`src/hwlt_pkg.sv`:
```
// Constants, register map and state type of the limit timer
package hwlt_pkg;

	// ************************************************************
	// Register byte addresses
	// ************************************************************
	localparam logic [4:0] OFS_CONTROL0 = 5'h00;
	localparam logic [4:0] OFS_CONTROL1 = 5'h04;
	localparam logic [4:0] OFS_COUNT = 5'h08;
	localparam logic [4:0] OFS_PERIOD = 5'h0c;
	localparam logic [4:0] OFS_IRQ = 5'h10;

	// ************************************************************
	// Values after reset
	// ************************************************************
	localparam logic [7:0] CONTROL_RST = 8'h00;
	localparam logic [7:0] COUNT_RST = 8'h00;
	localparam logic [7:0] PERIOD_RST = 8'hff;
	localparam logic [5:0] PRESC_RST = 6'h00;
	localparam logic [3:0] POST_RST = 4'h0;

	// ************************************************************
	// Field positions and implemented-bit masks
	// ************************************************************
	localparam int C0_PRE_LSB = 0;
	localparam int C0_ON = 2;
	localparam int C0_POST_LSB = 3;
	localparam int C1_RISE_EN = 0;
	localparam int C1_FALL_EN = 1;
	localparam int C1_SRC_LSB = 2;
	localparam int C1_RISE_EDGE = 6;
	localparam int C1_FALL_EDGE = 7;
	localparam logic [7:0] C0_MASK = 8'h7f;
	localparam logic [7:0] C1_MASK = 8'hdf;
	localparam int IRQ_FLAG = 0;
	localparam int IRQ_EN = 1;

	// ************************************************************
	// Prescaler terminal masks and reset sources
	// ************************************************************
	localparam logic [5:0] PRE_MASK1 = 6'h00;
	localparam logic [5:0] PRE_MASK4 = 6'h03;
	localparam logic [5:0] PRE_MASK16 = 6'h0f;
	localparam logic [5:0] PRE_MASK64 = 6'h3f;
	localparam int SRC_CNT = 6;

	typedef struct packed {
		logic ack;
		logic [7:0] rdata;
		logic [7:0] control0;
		logic [7:0] control1;
		logic [7:0] count;
		logic [7:0] period;
		logic flag;
		logic irq_en;
		logic [5:0] presc;
		logic [3:0] post;
		logic pend;
		logic [SRC_CNT-1:0] sync1;
		logic [SRC_CNT-1:0] sync2;
		logic src_prev;
		logic match;
		logic irq;
	} hwlt_state_type;

endpackage

```
`src/hwlt_timer.sv`:
```
// Hardware limit timer with peripheral resets, Avalon-MM slave
// Functional notes
// - Count instruction clock through prescaler
// - Match period: pulse output, count returns 00h
// - Resets clear count, period FFh, scalers
// - Control0 write keeps count unchanged
// - Postscaler overflow sets match flag
// - Interrupt passes only when enabled
// - Postscale code N divides by N+1
// - On bit runs, clear stops
// - Prescale codes divide 1, 4, 16, 64
// - Source select, codes 110/111 give zero
// - Rising event enable clears count
// - Falling event enable clears count
// - Falling events edge or level sensitive
// - Rising events edge or level sensitive
// - External clears happen on timer clock
// - Count write beats pending external reset
// - Early external reset suppresses match
// - Unscaled match goes to output generator
// - Sleep holds count and stops timer
// - Control bits reset zero, unused read zero
`timescale 1ns/1ps
`default_nettype none
module hwlt_timer
	import hwlt_pkg::*;
(
	input wire logic ref_clk,
	input wire logic resetn,
	input wire logic [4:0] avs_address,
	input wire logic avs_read,
	input wire logic avs_write,
	input wire logic [31:0] avs_writedata,
	output logic [31:0] avs_readdata,
	output logic avs_waitrequest,
	input wire logic sleep_mode,
	input wire logic capture_compare_out,
	input wire logic comparator1_out,
	input wire logic comparator2_out,
	input wire logic gen_fault_pin,
	input wire logic gen_output0,
	input wire logic gen_output1,
	output logic limit_match,
	output logic limit_irq
);

	// ************************************************************
	// Decode helpers
	// ************************************************************
	function automatic logic [5:0] pre_mask(input logic [1:0] sel);
		logic [5:0] m;
		m = PRE_MASK1;
		case (sel)
			2'h1: m = PRE_MASK4;
			2'h2: m = PRE_MASK16;
			2'h3: m = PRE_MASK64;
			default: m = PRE_MASK1;
		endcase
		return m;
	endfunction

	function automatic logic src_pick(input logic [2:0] sel,
		input logic [SRC_CNT-1:0] v);
		logic b;
		b = 1'b0;
		if (sel < 3'h6) begin
			b = v[sel];
		end
		return b;
	endfunction

	hwlt_state_type s_r;
	hwlt_state_type s_nxt;

	logic [SRC_CNT-1:0] src_vec;
	logic req;
	logic wr;
	logic wr_c0;
	logic wr_c1;
	logic wr_cnt;
	logic wr_per;
	logic wr_irq;
	logic [7:0] wbyte;
	logic [1:0] pre_sel;
	logic [3:0] post_sel;
	logic [2:0] src_sel;
	logic rise_en;
	logic fall_en;
	logic rise_edge;
	logic fall_edge;
	logic src_now;
	logic edge_hit;
	logic level_hit;
	logic ext_clr;
	logic running;
	logic tick;
	logic at_period;
	logic match;
	logic post_ovf;

	// ************************************************************
	// Bus and field decode
	// ************************************************************
	assign src_vec = {gen_output1, gen_output0, gen_fault_pin,
		comparator2_out, comparator1_out, capture_compare_out};
	assign req = avs_read | avs_write;
	// One wait cycle so read data come straight from a flip-flop
	assign avs_waitrequest = req & ~s_r.ack;
	assign avs_readdata = {24'h000000, s_r.rdata};
	assign wr = avs_write & s_r.ack;
	assign wbyte = avs_writedata[7:0];
	assign wr_c0 = wr & (avs_address == OFS_CONTROL0);
	assign wr_c1 = wr & (avs_address == OFS_CONTROL1);
	assign wr_cnt = wr & (avs_address == OFS_COUNT);
	assign wr_per = wr & (avs_address == OFS_PERIOD);
	assign wr_irq = wr & (avs_address == OFS_IRQ);
	assign limit_match = s_r.match;
	assign limit_irq = s_r.irq;

	assign pre_sel = s_r.control0[C0_PRE_LSB +: 2];
	assign post_sel = s_r.control0[C0_POST_LSB +: 4];
	assign src_sel = s_r.control1[C1_SRC_LSB +: 3];
	assign rise_en = s_r.control1[C1_RISE_EN];
	assign fall_en = s_r.control1[C1_FALL_EN];
	assign rise_edge = s_r.control1[C1_RISE_EDGE];
	assign fall_edge = s_r.control1[C1_FALL_EDGE];

	// ************************************************************
	// External reset detection
	// ************************************************************
	assign src_now = src_pick(src_sel, s_r.sync2);
	assign edge_hit = (rise_en & rise_edge & src_now & ~s_r.src_prev)
		| (fall_en & fall_edge & ~src_now & s_r.src_prev);
	assign level_hit = (rise_en & ~rise_edge & src_now)
		| (fall_en & ~fall_edge & ~src_now);
	assign ext_clr = s_r.pend | edge_hit | level_hit;

	// ************************************************************
	// Timebase
	// ************************************************************
	// Ref clock stands for the instruction clock
	assign running = s_r.control0[C0_ON] & ~sleep_mode;
	assign tick = running & ~wr_c0 & ~wr_cnt
		& ((s_r.presc & pre_mask(pre_sel)) == pre_mask(pre_sel));
	assign at_period = s_r.count == s_r.period;
	assign match = tick & ~ext_clr & at_period;
	assign post_ovf = match & (s_r.post == post_sel);

	always_comb begin
		s_nxt = s_r;
		s_nxt.ack = req & ~s_r.ack;
		s_nxt.sync1 = src_vec;
		s_nxt.sync2 = s_r.sync1;
		s_nxt.src_prev = src_now;
		s_nxt.match = match;
		s_nxt.irq = s_r.flag & s_r.irq_en;
		if (avs_read & ~s_r.ack) begin
			if (avs_address == OFS_CONTROL0) begin
				s_nxt.rdata = s_r.control0;
			end else if (avs_address == OFS_CONTROL1) begin
				s_nxt.rdata = s_r.control1;
			end else if (avs_address == OFS_COUNT) begin
				s_nxt.rdata = s_r.count;
			end else if (avs_address == OFS_PERIOD) begin
				s_nxt.rdata = s_r.period;
			end else if (avs_address == OFS_IRQ) begin
				s_nxt.rdata = {6'h00, s_r.irq_en, s_r.flag};
			end else begin
				s_nxt.rdata = 8'h00;
			end
		end
		if (wr_c0) begin
			s_nxt.control0 = wbyte & C0_MASK;
		end
		if (wr_c1) begin
			s_nxt.control1 = wbyte & C1_MASK;
		end
		if (wr_per) begin
			s_nxt.period = wbyte;
		end
		if (wr_irq) begin
			s_nxt.irq_en = wbyte[IRQ_EN];
		end
		// Hardware set wins over a software clear
		s_nxt.flag = post_ovf
			| (wr_irq ? wbyte[IRQ_FLAG] : s_r.flag);
		// Scalers restart on count or control0 writes
		if (wr_c0 | wr_cnt) begin
			s_nxt.presc = PRESC_RST;
			s_nxt.post = POST_RST;
		end else begin
			if (running) begin
				s_nxt.presc = s_r.presc + 6'h01;
			end
			if (match) begin
				s_nxt.post = post_ovf ? POST_RST
					: s_r.post + 4'h1;
			end
		end
		// Count write takes precedence and drops pending resets
		if (wr_cnt) begin
			s_nxt.count = wbyte;
			s_nxt.pend = 1'b0;
		end else if (tick) begin
			s_nxt.pend = 1'b0;
			if (ext_clr | at_period) begin
				s_nxt.count = COUNT_RST;
			end else begin
				s_nxt.count = s_r.count + 8'h01;
			end
		end else begin
			s_nxt.pend = s_r.pend | edge_hit;
		end
	end

	always_ff @(posedge ref_clk or negedge resetn) begin
		if (!resetn) begin
			s_r <= '0;
			s_r.control0 <= CONTROL_RST;
			s_r.control1 <= CONTROL_RST;
			s_r.count <= COUNT_RST;
			s_r.period <= PERIOD_RST;
			s_r.presc <= PRESC_RST;
			s_r.post <= POST_RST;
		end else begin
			s_r <= s_nxt;
		end
	end
endmodule
`default_nettype wire

```
`config.mk`:
```
export PLATFORM = sky130hd
export DESIGN_NAME = hwlt_timer
export DESIGN_NICKNAME = d
export VERILOG_FILES = /design/src/hwlt_pkg.sv /design/src/hwlt_timer.sv
export SDC_FILE = /design/constraint.sdc
export NUM_CORES = 1
export LEC_CHECK = 0
export BUFFER_PORTS_ARGS = -buffer_cell sky130_fd_sc_hd__buf_2
export CORE_UTILIZATION = 43
export DETAILED_ROUTE_END_ITERATION = 16
export PLACE_DENSITY = 0.65
export SETUP_SLACK_MARGIN = 0.02
export SLEW_MARGIN = 30
export SYNTH_ARGS = -nofsm -noshare
export SYNTH_HDL_FRONTEND = slang
export SYNTH_SLANG_ARGS = --single-unit
```
`constraint.sdc`:
```
create_clock -name ref_clk -period 3.2 [get_ports ref_clk]
set_input_delay 0.32 -clock ref_clk [delete_from_list [all_inputs] [get_ports ref_clk]]
set_output_delay 0.32 -clock ref_clk [all_outputs]
set_load 0.03 [all_outputs]
```
==> report_table.html <==
<table>
<tr><th>Metric</th><th>Value</th></tr>
<tr><th colspan="2">Timing</th></tr>
<tr><td>Normalized max-slew margin</td><td>51.5%</td></tr>
<tr><td>Count of final setup violators</td><td>0</td></tr>
<tr><td>Max Freq</td><td>0.378 GHz</td></tr>
<tr><td>Hold slack final</td><td>73.5 ps</td></tr>
<tr><td>Final period utilization</td><td>82.6%</td></tr>
<tr><td>Setup skew after layout</td><td>9.37 ps</td></tr>
<tr><td>Hold violation count in the final report</td><td>0</td></tr>
<tr><td>Setup TNS Final</td><td>0 ps</td></tr>
<tr><td>Max-slew violation count</td><td>0</td></tr>
<tr><td>Fin crit period</td><td>2640 ps</td></tr>
<tr><td>RSZ-0062 raised after global routing</td><td>no</td></tr>
<tr><td>Slew of the pin with the lowest slew margin</td><td>724 ps</td></tr>
<tr><th colspan="2">Clock tree</th></tr>
<tr><td>Number of CTS-inserted buffers</td><td>9</td></tr>
<tr><td>Count of clock tree sinks</td><td>67</td></tr>
<tr><td>Number of buffers inserted to repair setup after CTS</td><td>0</td></tr>
<tr><td>Bufs on Longest Clock Path</td><td>2</td></tr>
<tr><td>Count of instances resized after the clock tree is built</td><td>0</td></tr>
<tr><td>Cts hold-fix bufs</td><td>0</td></tr>
<tr><td>TritonCTS clock tree</td><td>yes</td></tr>
<tr><td>Maximum level of the CTS H-tree</td><td>3</td></tr>
<tr><td>Clock tree root driver cell</td><td>sky130_fd_sc_hd__clkbuf_8</td></tr>
<tr><td>Clock transition at the register clock pins on the worst setup and hold paths after CTS</td><td>80 ps</td></tr>
<tr><td>Clock insertion delay at the later pin of the skew report</td><td>350 ps</td></tr>
<tr><th colspan="2">Worst setup path</th></tr>
<tr><td>Critical path's largest stage delay</td><td>650 ps</td></tr>
<tr><td>Endpoint of the worst register-to-register path</td><td>s_r[19]</td></tr>
<tr><td>Type of the worst setup path</td><td>register to register</td></tr>
<tr><td>Top cell by count, worst path</td><td>sky130_fd_sc_hd__or4_1</td></tr>
<tr><td>Internal reg-to-reg setup slack</td><td>560 ps</td></tr>
<tr><td>Critical Path RT</td><td>3470 ps</td></tr>
<tr><td>Critical-path cell list</td><td>mux2i_2, o32ai_4, o211a_1, or4_1, or4_1, a21oi_1</td></tr>
<tr><td>Cell with the largest stage delay on the worst path</td><td>sky130_fd_sc_hd__or4_1</td></tr>
<tr><td>Endpoint kind of the worst setup timing path</td><td>register</td></tr>
<tr><td>CP Data Arrival Time</td><td>2910 ps</td></tr>
<tr><td>Maximum fanout count along the critical path</td><td>9</td></tr>
<tr><td>Startpoint Class</td><td>register</td></tr>
<tr><td>Family with the most delay on the worst path</td><td>simple AND/OR/NAND/NOR gates</td></tr>
<tr><td>Buffers plus inverters on the worst setup path</td><td>0</td></tr>
<tr><td>Cell count of the worst reg-to-reg path</td><td>6</td></tr>
<tr><td>Reg2reg start</td><td>s_r[46]</td></tr>
<tr><th colspan="2">Synth</th></tr>
<tr><td>Yosys warns</td><td>0</td></tr>
<tr><td>Dominant synthesized flop cell</td><td>sky130_fd_sc_hd__dfrtp_1</td></tr>
<tr><td>Leading cell types by total area after synthesis</td><td>sky130_fd_sc_hd__dfrtp_1 42%, sky130_fd_sc_hd__mux2_2 7.1%, sky130_fd_sc_hd__buf_4 6.8%, sky130_fd_sc_hd__dfstp_2 6.0%, sky130_fd_sc_hd__xnor2_1 3.2%</td></tr>
<tr><td>Number of instances in the synthesized netlist</td><td>324</td></tr>
<tr><td>Top-area cell type share of the netlist area</td><td>42.0%</td></tr>
<tr><td>Total of flip-flops plus latches after synthesis</td><td>67</td></tr>
<tr><td>Cell area after synthesis</td><td>3510 um^2</td></tr>
<tr><td>Post-synth top area cell</td><td>sky130_fd_sc_hd__dfrtp_1</td></tr>
<tr><td>Fraction of synthesis flops using an asynchronous set or reset pin</td><td>100%</td></tr>
<tr><td>Mapped Avg Cell Area</td><td>10.8 um^2</td></tr>
<tr><td>Seq/Total Area, Yosys</td><td>48.0%</td></tr>
<tr><td>Count of unique library cells instantiated by Yosys</td><td>52</td></tr>
<tr><td>Number of enable flip-flop cells after synthesis</td><td>0</td></tr>
<tr><th colspan="2">Worst hold path</th></tr>
<tr><td>Launch instance of the worst min-delay path</td><td>gen_output1</td></tr>
<tr><td>WHS Endpoint</td><td>s_nxt[8]</td></tr>
<tr><td>Min-Delay Path Depth</td><td>1</td></tr>
<tr><td>Worst hold path class</td><td>primary input to register</td></tr>
<tr><th colspan="2">Detailed routing</th></tr>
<tr><td>Detailed-route via count</td><td>2450</td></tr>
<tr><td>Pre-Repair DR Iteration Count</td><td>4</td></tr>
<tr><td>Total Routed Length</td><td>7290 um</td></tr>
<tr><td>Via density per instance</td><td>5.30</td></tr>
<tr><td>DRC Markers</td><td>0</td></tr>
<tr><td>Drt first-iter violations</td><td>145</td></tr>
<tr><td>Post-route antenna net violation count</td><td>0</td></tr>
<tr><td>Final routed wire length divided by cell count</td><td>15.8 um</td></tr>
<tr><th colspan="2">Place</th></tr>
<tr><td>Number of port buffers</td><td>34</td></tr>
<tr><td>Routability-driven placement congestion ratio</td><td>0.856</td></tr>
<tr><td>Total placed instance area</td><td>3630 um^2</td></tr>
<tr><td># placed instances</td><td>444</td></tr>
<tr><td>DPL Wire Length</td><td>5160 um</td></tr>
<tr><th colspan="2">Global routing</th></tr>
<tr><td>First-pass GRT wire length</td><td>11900 um</td></tr>
<tr><td>GRT Util Overall</td><td>18.4%</td></tr>
<tr><td>Vias in the first global route</td><td>2292</td></tr>
<tr><td>Largest net degree at the start of global routing</td><td>68</td></tr>
<tr><td>Number of antenna violations at the first check in global routing</td><td>0</td></tr>
<tr><td>GRT Residual Overflow</td><td>0</td></tr>
<tr><th colspan="2">Die</th></tr>
<tr><td>Number of rows created at floorplan</td><td>32</td></tr>
<tr><td>Die outline height</td><td>92.4 um</td></tr>
<tr><td>Die span in x</td><td>92.4 um</td></tr>
<tr><td>Core outline area</td><td>7810 um^2</td></tr>
<tr><td>Die outline area</td><td>8540 um^2</td></tr>
<tr><td>Top-level port count</td><td>83</td></tr>
<tr><td>Initial Util</td><td>45.0%</td></tr>
<tr><th colspan="2">Power</th></tr>
<tr><td>Leakage</td><td>1.79 nW</td></tr>
<tr><td>PnR Total Power</td><td>2.45 mW</td></tr>
<tr><td>Peak supply drop</td><td>183 uV</td></tr>
<tr><td>Power Density</td><td>631 nW/um^2</td></tr>
<tr><th colspan="2">Run status</th></tr>
<tr><td>Run status</td><td>completed</td></tr>
<tr><th colspan="2">Finish</th></tr>
<tr><td>Number of fill cells</td><td>715</td></tr>
<tr><td>Final standard cell count with taps included and fillers excluded</td><td>462</td></tr>
<tr><td>Final layout net count</td><td>406</td></tr>
<tr><td>Share of post-route cells with drive strength above 1</td><td>25.8%</td></tr>
<tr><td>Antenna diode instance count</td><td>0</td></tr>
<tr><td>Relative area change from synthesis to final layout</td><td>10.6%</td></tr>
<tr><td>Post-route standard cell area excluding fillers</td><td>3890 um^2</td></tr>
<tr><th colspan="2">Flow run</th></tr>
<tr><td>Max-cap violations</td><td>0</td></tr>
</table>
-- worst max path at each step --
stage	from	end	cells past startpoint
global route	s_r[48]	s_r[19]	6
global placement	s_r[48]	s_r[19]	6
floorplan	s_r[46]	s_r[19]	7
finish	s_r[46]	s_r[19]	6
CTS	s_r[48]	s_r[19]	6
detailed placement	s_r[48]	s_r[19]	6
-- routing by layer --
metal  wire (um)  track usage, %  share of wire (%)
met1        3410            25.8                 47
met3         319            4.52                4.4
met5           0               0                  0
met4         119            8.33                1.6
met2        3440            26.8                 47
-- registers in the layout (all words and copies together) (netlist names), 2 cells and up --
name	flops
post_sel	4
pre_sel	2
s_r	41
avs_readdata	8
s_nxt	6
-- Yosys cell counts (all sizes together) (6+ instances only) --
| master | number |
|---|---|
| buf | 36 |
| clkbuf | 6 |
| nand3 | 13 |
| nor2 | 28 |
| nand4 | 7 |
| nand2 | 15 |
| dfstp | 8 |
| nor3 | 6 |
| mux2i | 6 |
| a22o | 7 |
| a21oi | 11 |
| inv | 9 |
| mux2 | 22 |
| xnor2 | 13 |
| o21ai | 18 |
| dfrtp | 59 |
-- per-stage QoR --
stage / setup slack [ps] / utilization (%)
CTS: 544 / 49.2
detailed placement: 547 / 46.5
floorplan: 840 / -
global route: 328 / 49.8
global placement: 615 / 46.4
finish: 558 / 49.8
-- placed cells by master (no fill, tap or decap), types with 4 or more instances in the layout --
| cell | count |
|---|---|
| sky130_fd_sc_hd__a21oi_1 | 11 |
| sky130_fd_sc_hd__a22o_1 | 7 |
| sky130_fd_sc_hd__and3_1 | 4 |
| sky130_fd_sc_hd__buf_2 | 34 |
| sky130_fd_sc_hd__buf_4 | 4 |
| sky130_fd_sc_hd__clkbuf_8 | 9 |
| sky130_fd_sc_hd__conb_1 | 24 |
| sky130_fd_sc_hd__dfrtp_1 | 59 |
| sky130_fd_sc_hd__dfstp_2 | 8 |
| sky130_fd_sc_hd__inv_1 | 9 |
| sky130_fd_sc_hd__mux2_2 | 22 |
| sky130_fd_sc_hd__mux2i_1 | 5 |
| sky130_fd_sc_hd__nand2_1 | 15 |
| sky130_fd_sc_hd__nand3_1 | 13 |
| sky130_fd_sc_hd__nand3b_1 | 4 |
| sky130_fd_sc_hd__nand4_1 | 7 |
| sky130_fd_sc_hd__nor2_1 | 28 |
| sky130_fd_sc_hd__nor3_1 | 5 |
| sky130_fd_sc_hd__o21ai_0 | 18 |
| sky130_fd_sc_hd__xnor2_1 | 13 |
| sky130_fd_sc_hd__xor2_1 | 4 |
-- area by class of cell --
cell class                 instances  area [um^2]  share of cell area, %
multi-input combinational        228         1580                   40.8
clock inverter                     7         92.6                   2.38
sequential                        67         1690                   43.4
timing repair buffer              40          238                   6.12
tap                              102          128                   3.28
clock buffer                       9          124                   3.19
inverter                           9         33.8                  0.869
-- power breakdown --
part           total [mW]  switching (mW)  internal, mW
clock network       0.769           0.334         0.435
registers            1.16           0.170         0.990
logic               0.522           0.282         0.240
-- logic make-up (layout without fill, tap and decap cells) --
family | count (synthesis) | count (layout) | synth area share (%)
simple gates | 98 | 98 | 14.6
flops | 67 | 67 | 48.0
compound gates | 54 | 54 | 10.7
buf+inv | 52 | 65 | 9.65
mux | 32 | 32 | 11.6
xor+xnor | 17 | 17 | 4.24
fa+ha+maj | 3 | 3 | 1.07
other cells | 1 | 24 | 0.107
Note: power is estimated with default switching activity, not from simulation.
